==> src/logic/dsp_pkg.sv <==
// Constants shared by the serial host port of the output converter.
`default_nettype none
package dsp_pkg;
  // Frame lengths in falling serial clock edges.
  localparam logic [5:0] FRAME_BITS = 6'h18;
  localparam logic [5:0] FRAME_BITS_CRC = 6'h20;
  localparam logic [5:0] EDGE_MAX = 6'h3f;
  // Field positions inside the 24-bit word.
  localparam int ADDR_MSB = 23;
  localparam int ADDR_LSB = 16;
  localparam int DATA_MSB = 15;
  // Command addresses.
  localparam logic [7:0] ADDR_PENDING = 8'h01;
  localparam logic [7:0] ADDR_CONFIG = 8'h02;
  localparam logic [7:0] ADDR_READSEL = 8'h03;
  localparam logic [7:0] ADDR_OUTPUT = 8'h04;
  localparam logic [7:0] ADDR_STATUS = 8'h05;
  localparam logic [7:0] ADDR_SOFT_RESET = 8'h0e;
  localparam logic [15:0] SOFT_RESET_KEY = 16'h1234;
  // Fields of general_config_one.
  localparam int CFG_CLK_EN = 0;
  localparam int CFG_DIV_LSB = 1;
  localparam int CFG_DIV_MSB = 3;
  localparam int CFG_MODEM = 4;
  localparam int CFG_CRC_EN = 5;
  localparam logic [15:0] CONFIG_RESET = 16'h0000;
  localparam logic [15:0] CODE_RESET = 16'h0000;
  localparam logic [7:0] CRC_POLY = 8'h07;
  // Timing.
  localparam int CLK_KHZ = 25000;
  localparam int LOCKOUT_US = 100;
  localparam logic [11:0] LOCKOUT_CYCLES =
    12'((LOCKOUT_US * CLK_KHZ + 999) / 1000);
  // The 10 MHz oscillator is made from the 25 MHz clock as 2 ticks per 5.
  localparam logic [2:0] OSC_STEP = 3'h2;
  localparam logic [2:0] OSC_MOD = 3'h5;
  // Synchroniser input order and idle levels.
  localparam int SYNC_W = 6;
  localparam logic [5:0] SYNC_IDLE = 6'h1e;
endpackage : dsp_pkg
`default_nettype wire

==> src/logic/dsp_sync.sv <==
// Two flip-flop synchroniser for a group of independent pin levels.
`default_nettype none
module dsp_sync #(
  parameter int WIDTH = 1,
  parameter logic [WIDTH-1:0] IDLE = '0
) (
  input wire logic clock_i,
  input wire logic rst_i,
  input wire logic [WIDTH-1:0] pin_i,
  output logic [WIDTH-1:0] level_o
);
  logic [WIDTH-1:0] first;
  // The first stage is read only by the second stage.
  always_ff @(posedge clock_i or posedge rst_i) begin
    if (rst_i) begin
      first <= IDLE;
      level_o <= IDLE;
    end else begin
      first <= pin_i;
      level_o <= first;
    end
  end
endmodule : dsp_sync
`default_nettype wire

==> src/logic/dsp_host_port.sv <==
// Serial host port: frame receiver, readback, load strobe, clock output.
`default_nettype none
////////////////////////////////////////////////////////////////////////////
// Contract
// - Each serial bit is shifted in on a falling serial clock edge.
// - In readback the serial register shifts out on the data output.
// - Low reset input returns the logic to its power-on state.
// - Low load strobe copies the pending code into the output code.
// - Clock output divides the 10 MHz oscillator per general_config_one.
// - Clock output is off after reset until software enables it.
// - Modem input couples to the loop only while its enable bit is set.
// - Frame select is active low; data moves in while it is low.
// - Fault pin is open drain, pulled low on checksum error or overtemp.
// - Edges past the 24th, or 32nd with checksum, shift out zeros.
module dsp_host_port (
  input wire logic clock_i,
  input wire logic rst_i,
  input wire logic sclk_i,
  input wire logic sdi_i,
  input wire logic frame_n_i,
  input wire logic reset_n_i,
  input wire logic load_output_n_i,
  input wire logic overtemp_i,
  output logic sdo_o,
  output logic fault_n_o,
  output logic fault_n_oe_o,
  output logic divided_clock_out_o,
  output logic loop_modem_couple_en_o,
  output logic [15:0] output_code_o
);
  ////////////////////////////////////////////////////////////////////////
  logic [dsp_pkg::SYNC_W-1:0] level;
  logic s_sclk, s_sdi, s_frame_n, s_reset_n, s_load_n, s_overtemp;

  dsp_sync #(
    .WIDTH(dsp_pkg::SYNC_W),
    .IDLE(dsp_pkg::SYNC_IDLE)
  ) u_sync (
    .clock_i(clock_i),
    .rst_i(rst_i),
    .pin_i({overtemp_i, load_output_n_i, reset_n_i, frame_n_i, sdi_i,
      sclk_i}),
    .level_o(level)
  );
  assign {s_overtemp, s_load_n, s_reset_n, s_frame_n, s_sdi, s_sclk} = level;

  // A synchronised serial clock limits this port to well under the
  // system clock; faster host clocks need a dedicated link clock domain.
  ////////////////////////////////////////////////////////////////////////
  logic sclk_q, frame_q, rb_armed, crc_fault, fault_oe, sdo;
  logic [5:0] edge_cnt;
  logic [31:0] shift_in, shift_out;
  logic [7:0] rb_addr;
  logic [15:0] pending_code, output_code, config_reg;
  logic [11:0] lock_cnt;
  logic next_sclk_q, next_frame_q, next_rb_armed, next_crc_fault;
  logic next_fault_oe, next_sdo;
  logic [5:0] next_edge_cnt;
  logic [31:0] next_shift_in, next_shift_out;
  logic [7:0] next_rb_addr;
  logic [15:0] next_pending_code, next_output_code, next_config;
  logic [11:0] next_lock_cnt;

  function automatic logic [7:0] crc8(input logic [23:0] word);
    logic [7:0] c;
    c = 8'h00;
    for (int i = 23; i >= 0; i--) begin
      c = {c[6:0], 1'b0} ^ ((c[7] ^ word[i]) ? dsp_pkg::CRC_POLY : 8'h00);
    end
    return c;
  endfunction : crc8

  function automatic logic [15:0] read_value(input logic [7:0] addr,
      input logic [15:0] pend, input logic [15:0] cfg,
      input logic [15:0] outc, input logic [1:0] stat);
    logic [15:0] v;
    v = 16'h0000;
    unique case (addr)
      dsp_pkg::ADDR_PENDING: v = pend;
      dsp_pkg::ADDR_CONFIG: v = cfg;
      dsp_pkg::ADDR_OUTPUT: v = outc;
      dsp_pkg::ADDR_STATUS: v = {14'h0000, stat};
      default: v = 16'h0000;
    endcase
    return v;
  endfunction : read_value

  logic fall, frame_start, frame_end, crc_on, len_ok;
  logic [23:0] word, rb_word;
  logic [7:0] rx_crc;
  logic [5:0] frame_len;

  always_comb begin
    fall = sclk_q & ~s_sclk;
    frame_start = frame_q & ~s_frame_n;
    frame_end = ~frame_q & s_frame_n;
    crc_on = config_reg[dsp_pkg::CFG_CRC_EN];
    frame_len = crc_on ? dsp_pkg::FRAME_BITS_CRC : dsp_pkg::FRAME_BITS;
    len_ok = (edge_cnt == frame_len);
    word = crc_on ? shift_in[31:8] : shift_in[23:0];
    rx_crc = shift_in[7:0];
    rb_word = {rb_addr, read_value(rb_addr, pending_code, config_reg,
      output_code, {s_overtemp, crc_fault})};

    next_sclk_q = s_sclk;
    next_frame_q = s_frame_n;
    next_edge_cnt = edge_cnt;
    next_shift_in = shift_in;
    next_shift_out = shift_out;
    next_rb_addr = rb_addr;
    next_rb_armed = rb_armed;
    next_pending_code = pending_code;
    next_output_code = output_code;
    next_config = config_reg;
    next_crc_fault = crc_fault;
    next_lock_cnt = (lock_cnt != 12'h000) ? lock_cnt - 12'h001 : lock_cnt;

    if (frame_start) begin
      next_edge_cnt = 6'h00;
      // Readback data only leaves in the frame after a select command.
      next_shift_out = rb_armed ? {rb_word, crc_on ? crc8(rb_word) : 8'h00}
        : 32'h0000_0000;
    end else if (~s_frame_n && fall) begin
      next_shift_in = {shift_in[30:0], s_sdi};
      // Zero fill means edges past the frame length shift out zeros.
      next_shift_out = {shift_out[30:0], 1'b0};
      if (edge_cnt != dsp_pkg::EDGE_MAX) begin
        next_edge_cnt = edge_cnt + 6'h01;
      end
    end

    if (frame_end) begin
      next_rb_armed = 1'b0;
      // Frames during the reset lockout and short or long frames are lost.
      if (len_ok && lock_cnt == 12'h000) begin
        if (crc_on && crc8(word) != rx_crc) begin
          next_crc_fault = 1'b1;
        end else begin
          unique case (word[dsp_pkg::ADDR_MSB:dsp_pkg::ADDR_LSB])
            dsp_pkg::ADDR_PENDING: next_pending_code = word[15:0];
            dsp_pkg::ADDR_CONFIG: next_config = word[15:0];
            dsp_pkg::ADDR_READSEL: begin
              next_rb_addr = word[7:0];
              next_rb_armed = 1'b1;
            end
            default: begin
            end
          endcase
        end
      end
    end

    if (~s_load_n) begin
      next_output_code = pending_code;
    end

    // Pin or soft reset restores power-on values and starts the lockout.
    if (~s_reset_n || (frame_end && len_ok && lock_cnt == 12'h000 &&
        !(crc_on && crc8(word) != rx_crc) &&
        word[23:16] == dsp_pkg::ADDR_SOFT_RESET &&
        word[15:0] == dsp_pkg::SOFT_RESET_KEY)) begin
      next_edge_cnt = 6'h00;
      next_shift_out = 32'h0000_0000;
      next_rb_addr = 8'h00;
      next_rb_armed = 1'b0;
      next_pending_code = dsp_pkg::CODE_RESET;
      next_output_code = dsp_pkg::CODE_RESET;
      next_config = dsp_pkg::CONFIG_RESET;
      next_crc_fault = 1'b0;
      next_lock_cnt = dsp_pkg::LOCKOUT_CYCLES;
    end

    next_fault_oe = next_crc_fault | s_overtemp;
    next_sdo = ~s_frame_n & next_shift_out[31];
  end

  always_ff @(posedge clock_i or posedge rst_i) begin
    if (rst_i) begin
      sclk_q <= 1'b0;
      frame_q <= 1'b1;
      edge_cnt <= 6'h00;
      shift_in <= 32'h0000_0000;
      shift_out <= 32'h0000_0000;
      rb_addr <= 8'h00;
      rb_armed <= 1'b0;
      pending_code <= dsp_pkg::CODE_RESET;
      output_code <= dsp_pkg::CODE_RESET;
      config_reg <= dsp_pkg::CONFIG_RESET;
      crc_fault <= 1'b0;
      lock_cnt <= dsp_pkg::LOCKOUT_CYCLES;
      fault_oe <= 1'b0;
      sdo <= 1'b0;
    end else begin
      sclk_q <= next_sclk_q;
      frame_q <= next_frame_q;
      edge_cnt <= next_edge_cnt;
      shift_in <= next_shift_in;
      shift_out <= next_shift_out;
      rb_addr <= next_rb_addr;
      rb_armed <= next_rb_armed;
      pending_code <= next_pending_code;
      output_code <= next_output_code;
      config_reg <= next_config;
      crc_fault <= next_crc_fault;
      lock_cnt <= next_lock_cnt;
      fault_oe <= next_fault_oe;
      sdo <= next_sdo;
    end
  end

  ////////////////////////////////////////////////////////////////////////
  logic [2:0] osc_acc, next_osc_acc;
  logic [7:0] div_cnt, next_div_cnt;
  logic clk_out, next_clk_out, modem_en, next_modem_en;
  logic [3:0] osc_sum;

  always_comb begin
    osc_sum = {1'b0, osc_acc} + {1'b0, dsp_pkg::OSC_STEP};
    next_osc_acc = osc_acc;
    next_div_cnt = div_cnt;
    // The oscillator tick has some jitter against the 25 MHz clock.
    if (osc_sum >= {1'b0, dsp_pkg::OSC_MOD}) begin
      next_osc_acc = 3'(osc_sum - {1'b0, dsp_pkg::OSC_MOD});
      next_div_cnt = div_cnt + 8'h01;
    end else begin
      next_osc_acc = osc_sum[2:0];
    end
    next_clk_out = config_reg[dsp_pkg::CFG_CLK_EN] &
      div_cnt[config_reg[dsp_pkg::CFG_DIV_MSB:dsp_pkg::CFG_DIV_LSB]];
    next_modem_en = config_reg[dsp_pkg::CFG_MODEM];
  end

  always_ff @(posedge clock_i or posedge rst_i) begin
    if (rst_i) begin
      osc_acc <= 3'h0;
      div_cnt <= 8'h00;
      clk_out <= 1'b0;
      modem_en <= 1'b0;
      fault_n_o <= 1'b0;
    end else begin
      osc_acc <= next_osc_acc;
      div_cnt <= next_div_cnt;
      clk_out <= next_clk_out;
      modem_en <= next_modem_en;
      fault_n_o <= 1'b0;
    end
  end

  assign sdo_o = sdo;
  assign fault_n_oe_o = fault_oe;
  assign divided_clock_out_o = clk_out;
  assign loop_modem_couple_en_o = modem_en;
  assign output_code_o = output_code;
endmodule : dsp_host_port
`default_nettype wire

==> config.mk <==
export PLATFORM = sky130hd
export DESIGN_NAME = dsp_host_port
export DESIGN_NICKNAME = d
export VERILOG_FILES = /design/src/logic/dsp_pkg.sv /design/src/logic/dsp_sync.sv /design/src/logic/dsp_host_port.sv
export SDC_FILE = /design/constraint.sdc
export NUM_CORES = 1
export LEC_CHECK = 0
export BUFFER_PORTS_ARGS = -buffer_cell sky130_fd_sc_hd__buf_2
export CELL_PAD_IN_SITES_DETAIL_PLACEMENT = 2
export CELL_PAD_IN_SITES_GLOBAL_PLACEMENT = 2
export CORE_ASPECT_RATIO = 1.4
export CORE_MARGIN = 1
export CORE_UTILIZATION = 38
export CTS_CLUSTER_DIAMETER = 80
export DETAILED_ROUTE_END_ITERATION = 8
export GPL_ROUTABILITY_DRIVEN = 0
export GPL_TIMING_DRIVEN = 1
export PLACE_DENSITY_LB_ADDON = 0.1
export SLEW_MARGIN = 20
export SYNTH_ARGS = -nofsm -noshare
export SYNTH_HDL_FRONTEND = slang
export SYNTH_SLANG_ARGS = --single-unit
==> constraint.sdc <==
create_clock -name clock_i -period 6.3 [get_ports clock_i]
set_clock_uncertainty 0.2 [all_clocks]
set_input_delay 1.575 -clock clock_i [delete_from_list [all_inputs] [get_ports clock_i]]
set_output_delay 1.575 -clock clock_i [all_outputs]
set_load 0.1 [all_outputs]
==> results.rst, run 1 <==
.. list-table::
   :header-rows: 1

   * - Metric
     - Value
   * - Cell count after placement
     - 1180
   * - Antenna cell count
     - 0
   * - Sequential cell fraction of total power
     - 0.340
   * - Number of library cell types mapped by synthesis
     - 69
   * - Pwr Density
     - 355 mW/mm²
   * - Fraction of layout instances using a drive strength above 1
     - 0.157
   * - Worst-case reg-to-reg path depth
     - 12
   * - Gr ovfl total
     - 0
   * - Mapped Nets
     - 910
   * - Count of instances resized after the clock tree is built
     - 0
   * - CTS Buf Count
     - 17
   * - Min-Delay Path Depth
     - 0
   * - Max transition margin
     - 0.276
   * - XOR/XNOR share of the synthesized area
     - 0.143
   * - Hold WS
     - 0.157 ns
   * - Count of pins over their slew limit
     - 0
   * - TritonCTS clock tree
     - yes
   * - Die area
     - 0.0256 mm²
   * - Dominant register cell in the synthesized netlist
     - sky130_fd_sc_hd__dfrtp_1
   * - Initial antenna violation count
     - 0
   * - Compound-cell area share of the yosys netlist
     - 0.128
   * - Io pins
     - 29
   * - Clock slew at reported path FFs
     - 0.07 ns
   * - Total standard cell area after synthesis
     - 0.00950 mm²
   * - Dominant combinational cell family by area after synthesis
     - XOR/XNOR gates
   * - # H-tree levels
     - 4
   * - Run status
     - finished with violations
   * - Crit path required time
     - 6.39 ns
   * - WL per Instance
     - 23.8 µm
   * - Utilization of the core after routing
     - 0.430
   * - Avg Synthesized Cell Area
     - 10.7 µm²
   * - Clock root cell
     - sky130_fd_sc_hd__clkbuf_16
   * - Number of setup violations in the final report
     - 0
   * - Adder-cell share of the synthesized area
     - 0.0219
   * - Number of buffers added for setup after CTS
     - 0
   * - Async SR Flop Fraction
     - 1.00
   * - Critical path startpoint category
     - flop
   * - Estimated wirelength of the detail-placed design
     - 20.3 mm
   * - # port buffers
     - 27
   * - Total wirelength of the detailed-routed design
     - 28.9 mm
   * - Switching power share of the total
     - 0.349
   * - DIE HEIGHT
     - 189 µm
   * - Syn Inst Count
     - 886
   * - Tightest Pin Transition
     - 1.06 ns
   * - Number of iterations in the first detailed-routing pass
     - 8
   * - First-pass GRT wire length
     - 46.1 mm
   * - Remaining design rule violation count
     - 1
   * - Maximum Capacitance Violations
     - 0
   * - CP endpoint kind
     - flop
   * - Number of rows created at floorplan
     - 68
   * - Fin Setup TNS
     - 0 ns
   * - Top post-synthesis cells by count
     - 155 x sky130_fd_sc_hd__dfrtp_1, 83 x sky130_fd_sc_hd__nor2_1, 81 x sky130_fd_sc_hd__xnor2_1
   * - Maximum fanout encountered on the critical timing path
     - 110
   * - Number of flip-flops and latches in the synthesized netlist
     - 169
   * - Critical path arrival
     - 5.25 ns
   * - Combinational share of power
     - 0.345
   * - Minimum period implied by the final worst setup slack
     - 5.16 ns
   * - DIE WIDTH
     - 136 µm
   * - Worst VDD drop
     - 0.289 mV
   * - Biggest registers after layout
     - shift_in x32, shift_out x32
   * - Net Switching
     - 1.31 mW
   * - Part of the Yosys area used for sequential elements
     - 0.447
   * - Share of the synthesized area in the top cell type
     - 0.408
   * - Power Internal
     - 2.44 mW
   * - Cell with the most instances after synthesis
     - sky130_fd_sc_hd__dfrtp_1
   * - Core Footprint
     - 0.0246 mm²
   * - Failing checks
     - DRC
   * - Cell types with the largest area share after synthesis
     - sky130_fd_sc_hd__dfrtp_1 41%, sky130_fd_sc_hd__xnor2_1 7.5%, sky130_fd_sc_hd__mux2i_1 5.7%
   * - Yosys warning count
     - 0
   * - Critical Setup Path Class
     - flop to flop
   * - Num Clock Sinks
     - 169
   * - Mux contribution to synthesized area
     - 0.106
   * - Antenna violation net count after detailed routing
     - 0
   * - Average vias per placed instance
     - 5.81
   * - Min-Delay Path Class
     - flop to flop
   * - Number of vias after detailed routing
     - 7044
   * - Post-synthesis cell type with the largest combined area
     - sky130_fd_sc_hd__dfrtp_1
   * - Post-route clock period utilization
     - 0.818
   * - Number of synthesized flops with an enable pin
     - 0
   * - Via count of the first global-routing pass
     - 8034
   * - Hold Vio Cnt, Final
     - 0
   * - Buffers from clock root to sink, at most
     - 2
   * - 1st-iter DRT viols
     - 337
   * - Pin count of the biggest net entering global routing
     - 170
   * - Fmax
     - 194 MHz
   * - Final cell area excluding filler cells
     - 0.0106 mm²
   * - Hold-fix buffers, CTS
     - 0
   * - Starting density of the core
     - 0.386
   * - Leakage component of the power
     - 4.61 nW
   * - Area delta synth->final
     - 11.4%
   * - Clock Latency Late Sink
     - 0.44 ns
   * - Area after detailed placement
     - 0.00992 mm²
   * - Number of nets at the end of the flow
     - 908
   * - Unrepaired setup endpoints after global routing
     - no
   * - Simple-Gate Fraction of Synth Area
     - 0.116
   * - Total global routing track utilization
     - 0.239
   * - Clock group share of total power
     - 0.315
   * - Final cell count without fillers
     - 1212
## path summary, 6_finish.rpt
check                                          startpoint                           to  slack, ns
min in group asynchronous                           rst_i    shift_out[21]$_DFFE_PP0P_       1.14
worst min-delay path            u_sync.first[1]$_DFF_PP1_  u_sync.level_o[1]$_DFF_PP1_       0.16
worst min register to register  u_sync.first[1]$_DFF_PP1_  u_sync.level_o[1]$_DFF_PP1_       0.16
worst max-delay path            config_reg[5]$_DFFE_PP0P_  pending_code[9]$_DFFE_PP0P_       1.14
worst max register to register  config_reg[5]$_DFFE_PP0P_  pending_code[9]$_DFFE_PP0P_       1.14
max in group asynchronous                           rst_i    config_reg[5]$_DFFE_PP0P_       3.88
## cells in the final DEF (no fill, tap or decap), drive strengths merged, types with 3 or more instances in the layout
cell type,synthesis,routed
nand2b,5,5
nand3,18,18
nor3,32,32
mux2,36,36
nor2,83,83
xor2,36,36
nand3b,3,3
buf,23,41
or4,4,4
bufinv,0,5
o21ai,8,8
nor4,5,5
inv,23,24
a41oi,8,8
ha,15,15
and2,4,4
a21oi,38,38
a31oi,10,10
a211oi,24,24
a311oi,10,10
clkinv,1,7
a221o,7,7
a221oi,12,12
o31ai,3,3
and3,5,5
nand2,45,45
dfrtp,155,155
nor3b,8,8
dfstp,14,14
xnor2,82,82
clkbuf,39,18
nor2b,3,3
xnor3,13,13
a222oi,21,21
mux2i,55,55
a22oi,3,3
## metrics by stage
stage | total power [mW] | setup slack (ns)
after floorplan | 2.24 | 1.20
after global placement | 2.52 | 1.34
after detailed placement | 2.59 | 1.17
after CTS | 3.79 | 1.11
after global routing | 3.92 | 0.770
final | 3.75 | 1.14
## worst max-delay path, stage by stage, from the launching register on
cell and delay (ns):
sky130_fd_sc_hd__dfrtp_2 0.75, sky130_fd_sc_hd__mux2i_1 0.26, sky130_fd_sc_hd__ha_1 0.37, sky130_fd_sc_hd__xor2_1 0.20, sky130_fd_sc_hd__xnor2_1 0.41, sky130_fd_sc_hd__xnor3_1 0.45, sky130_fd_sc_hd__xnor3_1 0.31, sky130_fd_sc_hd__xor2_1 0.26
sky130_fd_sc_hd__mux2_2 0.42, sky130_fd_sc_hd__o31a_1 0.32, sky130_fd_sc_hd__o41ai_4 0.42, sky130_fd_sc_hd__buf_12 0.45, sky130_fd_sc_hd__a31oi_1 0.11
## layer usage
metal | track usage | up-vias | wire length [µm]
met5 | 0 | - | 0
met4 | 0.113 | 0 | 1080
met3 | 0.0351 | 63 | 662
met2 | 0.441 | 124 | 15900
met1 | 0.264 | 3668 | 11300
li1 | - | 3189 | -
## final cells by class
class	instances	area, µm²
repair buffers	41	265
fillers	2556	14000
well taps	315	394
multi-input cells	631	4920
inverters	24	93.8
clock inverters	14	220
clock buffers	18	439
flip-flops and latches	169	4250
## power by group through the flow
stage	Combinational (mW)	Sequential [mW]	Clock [mW]
2_1_floorplan	1.03	1.22	0
3_3_place_gp	1.23	1.29	0
3_5_place_dp	1.29	1.30	0
4_1_cts	1.30	1.28	1.21
5_1_grt	1.39	1.29	1.24
6_report	1.29	1.28	1.18
## cells by family (layout without fill, tap and decap cells)
logic type,count (synthesis),count (layout)
other cells,1,1
xor+xnor,132,132
mux,93,93
fa+ha+maj,16,16
simple gates,229,229
flops,169,169
compound gates,160,160
buf+inv,86,97
No activity file was read; power rests on OpenSTA's default activity.
==> inputs of run 2 (changes only) <==
==> constraint.sdc (replaced) <==
create_clock -name clock_i -period 4.5 [get_ports clock_i]
set_clock_uncertainty 0.2 [all_clocks]
set_input_delay 1.125 -clock clock_i [delete_from_list [all_inputs] [get_ports clock_i]]
set_output_delay 1.125 -clock clock_i [all_outputs]
set_load 0.1 [all_outputs]
==> results.rst, run 2 (synthesized netlist as in run 1, its figures left out) <==
.. list-table::
   :header-rows: 1

   * - Metric
     - Value
   * - # H-tree levels
     - 4 (unchanged)
   * - Total power of the final layout
     - 5.50 mW (was 3.75 mW)
   * - Fraction of layout instances using a drive strength above 1
     - 0.210 (was 0.157)
   * - Num Clock Sinks
     - 169 (unchanged)
   * - Run status
     - finished, final reports clean (was finished with violations)
   * - Initial antenna violation count
     - 0 (unchanged)
   * - Maximum fanout encountered on the critical timing path
     - 30 (was 110)
   * - # port buffers
     - 27 (unchanged)
   * - Biggest registers after layout
     - shift_in x32, shift_out x32 (unchanged)
   * - DIE HEIGHT
     - 189 µm (unchanged)
   * - Buffers from clock root to sink, at most
     - 2 (unchanged)
   * - First-pass GRT wire length
     - 47.2 mm (was 46.1 mm)
   * - Clock slew at reported path FFs
     - 0.07 ns (about the same)
   * - 1st-iter DRT viols
     - 358 (was 337)
   * - Antenna violation net count after detailed routing
     - 0 (unchanged)
   * - Average vias per placed instance
     - 5.69 (was 5.81)
   * - Worst path setup slack after routing
     - 0.222 ns (was 1.14 ns)
   * - Estimated wirelength of the detail-placed design
     - 22.2 mm (was 20.3 mm)
   * - Critical path startpoint category
     - flop (unchanged)
   * - Fmax
     - 234 MHz (was 194 MHz)
   * - Gr ovfl total
     - 0 (unchanged)
   * - Number of iterations in the first detailed-routing pass
     - 7 (was 8)
   * - Critical Setup Path Class
     - flop to flop (unchanged)
   * - Maximum Capacitance Violations
     - 0 (unchanged)
   * - Count of pins over their slew limit
     - 0 (unchanged)
   * - Hold Vio Cnt, Final
     - 0 (unchanged)
   * - Critical path arrival
     - 4.38 ns (was 5.25 ns)
   * - Post-Place Worst Slack
     - -0.0526 ns (was 1.17 ns)
   * - CP endpoint kind
     - flop (unchanged)
   * - Pin count of the biggest net entering global routing
     - 117 (was 170)
   * - Area delta synth->final
     - 16.1% (was 11.4%)
   * - Most frequent standard cell in the layout excluding fill and tap cells
     - sky130_fd_sc_hd__dfrtp_1 (unchanged)
   * - Number of vias after detailed routing
     - 7182 (was 7044)
   * - Min-Delay Path Class
     - flop to flop (unchanged)
   * - Antenna cell count
     - 0 (unchanged)
   * - Total global routing track utilization
     - 0.245 (was 0.239)
   * - Via count of the first global-routing pass
     - 8326 (was 8034)
   * - Remaining design rule violation count
     - 0 (was 1)
   * - Max transition margin
     - 0.291 (was 0.276)
   * - Crit path required time
     - 4.60 ns (was 6.39 ns)
   * - Io pins
     - 29 (unchanged)
   * - Unrepaired setup endpoints after global routing
     - no (unchanged)
   * - Worst VDD drop
     - 0.479 mV (was 0.289 mV)
   * - Post-route clock period utilization
     - 0.951 (was 0.818)
   * - Hold-fix buffers, CTS
     - 0 (unchanged)
   * - Leakage component of the power
     - 4.86 nW (was 4.61 nW)
   * - Pwr Density
     - 499 mW/mm² (was 355 mW/mm²)
   * - Starting density of the core
     - 0.386 (unchanged)
   * - Number of setup violations in the final report
     - 0 (unchanged)
   * - Clock root cell
     - sky130_fd_sc_hd__clkbuf_16 (unchanged)
   * - Clock Latency Late Sink
     - 0.45 ns (was 0.44 ns)
   * - Number of nets at the end of the flow
     - 958 (was 908)
   * - Commonest cells after routing, fill and taps aside
     - 154 x sky130_fd_sc_hd__dfrtp_1, 82 x sky130_fd_sc_hd__nor2_1, 78 x sky130_fd_sc_hd__xnor2_1 (was 154 x sky130_fd_sc_hd__dfrtp_1, 82 x sky130_fd_sc_hd__nor2_1, 81 x sky130_fd_sc_hd__xnor2_1)
   * - Core Footprint
     - 0.0246 mm² (unchanged)
   * - Tightest Pin Transition
     - 1.06 ns (about the same)
   * - TritonCTS clock tree
     - yes (unchanged)
   * - WL per Instance
     - 23.5 µm (was 23.8 µm)
   * - Minimum period implied by the final worst setup slack
     - 4.28 ns (was 5.16 ns)
   * - DIE WIDTH
     - 136 µm (unchanged)
   * - Total wirelength of the detailed-routed design
     - 29.6 mm (was 28.9 mm)
   * - Number of rows created at floorplan
     - 68 (unchanged)
   * - Die area
     - 0.0256 mm² (unchanged)
   * - CTS Buf Count
     - 17 (unchanged)
==> run 2: cell types whose count changed in the layout (fill, tap and decap cells not counted), sizes merged <==
cell,change
clkinvlp,+3
clkinv,-3
inv,+1
bufinv,-1
buf,+50
==> run 2: report_power, final <==
| group | switching, mW | internal (mW) |
|---|---|---|
| clock network | 0.650 | 0.932 |
| logic | 1.17 | 1.02 |
| registers | 0.124 | 1.61 |
| total | 1.94 | 3.56 |
==> run 2: worst max-delay path, cell delays in order, from the launching register on <==
cell and delay (ns):
sky130_fd_sc_hd__dfrtp_2 0.47, sky130_fd_sc_hd__buf_4 0.17, sky130_fd_sc_hd__inv_2 0.15, sky130_fd_sc_hd__mux2i_1 0.33, sky130_fd_sc_hd__xnor3_1 0.51, sky130_fd_sc_hd__xnor3_2 0.47, sky130_fd_sc_hd__xnor3_1 0.25, sky130_fd_sc_hd__or2_1 0.25
sky130_fd_sc_hd__mux2_4 0.29, sky130_fd_sc_hd__o31a_1 0.30, sky130_fd_sc_hd__o41ai_4 0.28, sky130_fd_sc_hd__buf_12 0.21, sky130_fd_sc_hd__buf_12 0.19, sky130_fd_sc_hd__a211oi_1 0.08
==> run 2: path summary, 6_finish.rpt <==
check / startpoint / to / slack, ns / cells after the start
hold / removal: u_sync.first[5]$_DFF_PP0_ / u_sync.level_o[5]$_DFF_PP0_ / 0.15 / 0
setup / recovery: config_reg[5]$_DFFE_PP0P_ / rb_addr[7]$_DFFE_PP0P_ / 0.22 / 13
setup reg to reg: config_reg[5]$_DFFE_PP0P_ / rb_addr[7]$_DFFE_PP0P_ / 0.22 / 13
hold reg to reg: u_sync.first[5]$_DFF_PP0_ / u_sync.level_o[5]$_DFF_PP0_ / 0.15 / 0
min in group asynchronous: rst_i / shift_out[22]$_DFFE_PP0P_ / 0.65 / 3
max in group asynchronous: rst_i / config_reg[5]$_DFFE_PP0P_ / 2.85 / 3
==> run 2: cell type report <==
class | count | area, µm²
sequential | 169 | 4250
tap | 315 | 394
inverter | 24 | 93.8
clock buffer | 18 | 429
fill | 2577 | 13600
clock inverter | 14 | 195
timing repair buffer | 91 | 691
multi-input combinational | 631 | 4970
==> run 2: layer usage <==
layer | vias up | GRT usage | share of wire
li1 | 3291 | - | -
met1 | 3736 | 0.261 | 0.38
met2 | 96 | 0.467 | 0.57
met3 | 59 | 0.0343 | 0.019
met4 | 0 | 0.111 | 0.038
met5 | - | 0 | 0
==> run 2: timing repair <==
item,4_1_cts,5_1_grt
setup endpoints to repair,81,99
buffers inserted,2,2
resized for setup,2,6
pin swaps,0,4
==> run 2: through the flow <==
step	util	cell area [µm²]	TNS, ns	hold WS (ns)	instances
after floorplan	-	9560	-2.01	0.131	886
after global placement	0.420	10300	0	0.135	1226
after detailed placement	0.420	10300	-1.34	0.136	1226
after CTS	0.446	11000	0	0.151	1260
after global routing	0.448	11000	0	0.160	1262
final	0.448	11000	0	0.148	1262
==> inputs of run 3 (changes only) <==
--- a/config.mk
+++ b/config.mk
@@ -10,7 +10,7 @@
 export CELL_PAD_IN_SITES_GLOBAL_PLACEMENT = 2
 export CORE_ASPECT_RATIO = 1.4
 export CORE_MARGIN = 1
-export CORE_UTILIZATION = 38
+export CORE_UTILIZATION = 39
 export CTS_CLUSTER_DIAMETER = 80
 export DETAILED_ROUTE_END_ITERATION = 8
 export GPL_ROUTABILITY_DRIVEN = 0
@@ -19,4 +19,5 @@
 export SLEW_MARGIN = 20
 export SYNTH_ARGS = -nofsm -noshare
 export SYNTH_HDL_FRONTEND = slang
+export SYNTH_HIERARCHICAL = 1
 export SYNTH_SLANG_ARGS = --single-unit
==> results.rst, run 3 <==
.. list-table::
   :header-rows: 1

   * - Metric
     - Value
   * - Cell types with the largest area share after synthesis
     - sky130_fd_sc_hd__dfrtp_1 41%, sky130_fd_sc_hd__xnor2_1 7.6%, sky130_fd_sc_hd__mux2i_1 5.8% (was sky130_fd_sc_hd__dfrtp_1 41%, sky130_fd_sc_hd__xnor2_1 7.5%, sky130_fd_sc_hd__mux2i_1 5.7%)
   * - Hold-fix buffers, CTS
     - 0 (unchanged)
   * - Via count of the first global-routing pass
     - 7890 (was 8326)
   * - Number of library cell types mapped by synthesis
     - 78 (was 69)
   * - # port buffers
     - 27 (unchanged)
   * - Critical path startpoint category
     - flop (unchanged)
   * - Fmax
     - 233 MHz (was 234 MHz)
   * - Tightest Pin Transition
     - 0.980 ns (was 1.06 ns)
   * - Top post-synthesis cells by count
     - 155 x sky130_fd_sc_hd__dfrtp_1, 83 x sky130_fd_sc_hd__xnor2_1, 74 x sky130_fd_sc_hd__nor2_1 (was 155 x sky130_fd_sc_hd__dfrtp_1, 83 x sky130_fd_sc_hd__nor2_1, 81 x sky130_fd_sc_hd__xnor2_1)
   * - Post-synthesis cell type with the largest combined area
     - sky130_fd_sc_hd__dfrtp_1 (unchanged)
   * - Most frequent standard cell in the layout excluding fill and tap cells
     - sky130_fd_sc_hd__dfrtp_1 (unchanged)
   * - Dominant register cell in the synthesized netlist
     - sky130_fd_sc_hd__dfrtp_1 (unchanged)
   * - Share of the synthesized area in the top cell type
     - 0.406 (was 0.408)
   * - Die area
     - 0.0251 mm² (was 0.0256 mm²)
   * - Num Clock Sinks
     - 169 (unchanged)
   * - Buffers from clock root to sink, at most
     - 2 (unchanged)
   * - CP endpoint kind
     - flop (unchanged)
   * - Total power of the final layout
     - 5.08 mW (was 5.50 mW)
   * - TritonCTS clock tree
     - yes (unchanged)
   * - Cell breakdown of the critical path
     - mux2i_1, ha_1, xnor2_2, xor3_1, xnor3_1, xnor3_2, mux2i_1, nor4_1, o32ai_2, buf_4, o21ai_4, buf_4, a211oi_1 (was buf_4, inv_2, mux2i_1, xnor3_1, xnor3_2, xnor3_1, or2_1, mux2_4, o31a_1, o41ai_4, buf_12, buf_12, a211oi_1)
   * - Clock group share of total power
     - 0.306 (was 0.288)
   * - Io pins
     - 29 (unchanged)
   * - Launch point of the worst path
     - config_reg[5]$_DFFE_PP0P_ (unchanged)
   * - Initial antenna violation count
     - 0 (unchanged)
   * - Utilization of the core after routing
     - 0.452 (was 0.448)
   * - Async SR Flop Fraction
     - 1.00 (unchanged)
   * - Starting density of the core
     - 0.399 (was 0.386)
   * - Number of iterations in the first detailed-routing pass
     - 6 (was 7)
   * - Crit path required time
     - 4.61 ns (was 4.60 ns)
   * - Sequential cell fraction of total power
     - 0.349 (was 0.315)
   * - Remaining design rule violation count
     - 0 (unchanged)
   * - Count of pins over their slew limit
     - 0 (unchanged)
   * - Minimum period implied by the final worst setup slack
     - 4.30 ns (was 4.28 ns)
   * - Run status
     - finished, final reports clean (unchanged)
   * - Net Switching
     - 1.71 mW (was 1.94 mW)
   * - Antenna violation net count after detailed routing
     - 0 (unchanged)
   * - Post-route clock period utilization
     - 0.956 (was 0.951)
   * - Hold Vio Cnt, Final
     - 0 (unchanged)
   * - Biggest registers after layout
     - shift_in x32, shift_out x32 (unchanged)
   * - Core Footprint
     - 0.0240 mm² (was 0.0246 mm²)
   * - Final-layout fill cell count
     - 2465 (was 2577)
   * - Worst VDD drop
     - 0.425 mV (was 0.479 mV)
   * - Critical Setup Path Class
     - flop to flop (unchanged)
   * - Pwr Density
     - 469 mW/mm² (was 499 mW/mm²)
   * - Antenna cell count
     - 0 (unchanged)
   * - Number of flip-flops and latches in the synthesized netlist
     - 169 (unchanged)
   * - 1st-iter DRT viols
     - 508 (was 358)
   * - Gr ovfl total
     - 0 (unchanged)
   * - Critical path arrival
     - 4.41 ns (was 4.38 ns)
   * - # H-tree levels
     - 4 (unchanged)
   * - Total wirelength of the detailed-routed design
     - 28.9 mm (was 29.6 mm)
   * - Number of setup violations in the final report
     - 0 (unchanged)
   * - Max transition margin
     - 0.347 (was 0.291)
   * - Crit-path max cell delay
     - 0.52 ns (was 0.51 ns)
   * - Leakage component of the power
     - 5.00 nW (was 4.86 nW)
   * - Beginning of the worst hold path
     - u_sync/first[1]$_DFF_PP1_ (was u_sync.first[5]$_DFF_PP0_)
   * - Number of nets at the end of the flow
     - 903 (was 958)
   * - Switching power share of the total
     - 0.336 (was 0.353)
   * - CTS Buf Count
     - 17 (unchanged)
   * - Clock root cell
     - sky130_fd_sc_hd__clkbuf_16 (unchanged)
   * - Min-Delay Path Class
     - flop to flop (unchanged)
   * - Total global routing track utilization
     - 0.243 (was 0.245)
   * - Maximum Capacitance Violations
     - 0 (unchanged)
   * - DIE HEIGHT
     - 187 µm (was 189 µm)
   * - DIE WIDTH
     - 134 µm (was 136 µm)
   * - Number of synthesized flops with an enable pin
     - 0 (unchanged)
   * - Clock Latency Late Sink
     - 0.43 ns (was 0.45 ns)
   * - Estimated wirelength of the detail-placed design
     - 21.5 mm (was 22.2 mm)
   * - Number of rows created at floorplan
     - 67 (was 68)
   * - Avg Synthesized Cell Area
     - 11.3 µm² (was 10.7 µm²)
   * - Fin Setup TNS
     - 0 ns (unchanged)
   * - Combinational share of power
     - 0.345 (was 0.398)
   * - Mapped Nets
     - 871 (was 910)
   * - Total standard cell area after synthesis
     - 0.00956 mm² (was 0.00950 mm²)
   * - Maximum fanout encountered on the critical timing path
     - 9 (was 30)
   * - WL per Instance
     - 24.0 µm (was 23.5 µm)
   * - Number of vias after detailed routing
     - 6958 (was 7182)
   * - First-pass GRT wire length
     - 46.0 mm (was 47.2 mm)
   * - Unrepaired setup endpoints after global routing
     - no (unchanged)
   * - Part of the Yosys area used for sequential elements
     - 0.444 (was 0.447)
   * - Cell with the most instances after synthesis
     - sky130_fd_sc_hd__dfrtp_1 (unchanged)
   * - Yosys warning count
     - 6 (was 0)
   * - Power Internal
     - 3.38 mW (was 3.56 mW)
   * - Fraction of layout instances using a drive strength above 1
     - 0.201 (was 0.210)
   * - Pin count of the biggest net entering global routing
     - 75 (was 117)
   * - Clock slew at reported path FFs
     - 0.07 ns (about the same)
   * - Area delta synth->final
     - 13.4% (was 16.1%)
   * - Commonest cells after routing, fill and taps aside
     - 154 x sky130_fd_sc_hd__dfrtp_1, 82 x sky130_fd_sc_hd__xnor2_1, 73 x sky130_fd_sc_hd__nor2_1 (was 154 x sky130_fd_sc_hd__dfrtp_1, 82 x sky130_fd_sc_hd__nor2_1, 78 x sky130_fd_sc_hd__xnor2_1)
   * - Start of the worst register-to-register path
     - config_reg[5]$_DFFE_PP0P_ (unchanged)
   * - CP max stage cell
     - sky130_fd_sc_hd__dfrtp_2 (was sky130_fd_sc_hd__xnor3_1)
   * - Syn Inst Count
     - 847 (was 886)
   * - Average vias per placed instance
     - 5.79 (was 5.69)
==> run 3: path summary, 6_finish.rpt <==
kind                                          endpoint  slack (ns)  depth (start not counted)
setup reg to reg               lock_cnt[1]$_DFFE_PP0P_        0.20                         13
min in group asynchronous  u_sync/level_o[5]$_DFF_PP0_        0.54                          2
hold reg to reg            u_sync/level_o[1]$_DFF_PP1_        0.16                          0
max in group asynchronous     shift_in[20]$_DFFE_PP0P_        2.54                          3
hold / removal             u_sync/level_o[1]$_DFF_PP1_        0.16                          0
setup / recovery               lock_cnt[1]$_DFFE_PP0P_        0.20                         13
==> run 3: cell type report <==
cell class                 instances  area [µm²]  area share
clock buffer                      22         474      0.0438
clock inverter                     9         138      0.0127
inverter                          40         154      0.0142
multi-input combinational        584        4960       0.457
sequential                       169        4250       0.392
tap                              310         388      0.0358
timing repair buffer              67         477      0.0440
==> run 3: routing by layer <==
| layer | share of wire | GRT usage |
|---|---|---|
| met5 | 0 | 0 |
| met4 | 0.030 | 0.0929 |
| met3 | 0.030 | 0.0404 |
| met2 | 0.56 | 0.453 |
| met1 | 0.39 | 0.272 |
==> run 3: through the flow <==
stage               hold slack [ns]  cells  setup slack, ns  area (µm²)
floorplan                     0.131    847           0.0229        9590
global placement              0.149   1170            0.215       10200
detailed placement            0.148   1170           0.0302       10200
CTS                           0.160   1201          0.00814       10800
global route                  0.170   1201           0.0181       10800
finish                        0.161   1201            0.200       10800
==> run 3: cells by family after synthesis <==
family / share of synthesized area
xor+xnor: 0.159
fa+ha+maj: 0.0217
buf+inv: 0.0418
other cells: 0.000392
flops: 0.444
simple gates: 0.0973
mux: 0.103
compound gates: 0.133
==> run 3: worst max-delay path, delay by kind of cell (launching register included) <==
family,cells,cell delay [ns]
xor+xnor,4,1.34
compound gates,3,0.61
flops,1,0.52
buf+inv,2,0.42
mux,2,0.39
simple gates,1,0.35
fa+ha+maj,1,0.32
==> run 3: power groups by stage <==
stage | logic, mW | clock network, mW | registers, mW
floorplan | 1.28 | 0 | 1.76
global placement | 1.70 | 0 | 1.80
detailed placement | 1.75 | 0 | 1.81
CTS | 1.77 | 1.59 | 1.78
global route | 1.89 | 1.65 | 1.79
finish | 1.75 | 1.55 | 1.78
==> run 3: timing repair <==
item | CTS | global route
endpoints found under the setup margin | 0 | 77
buffers inserted | 0 | 0
gates resized for setup | 0 | 3
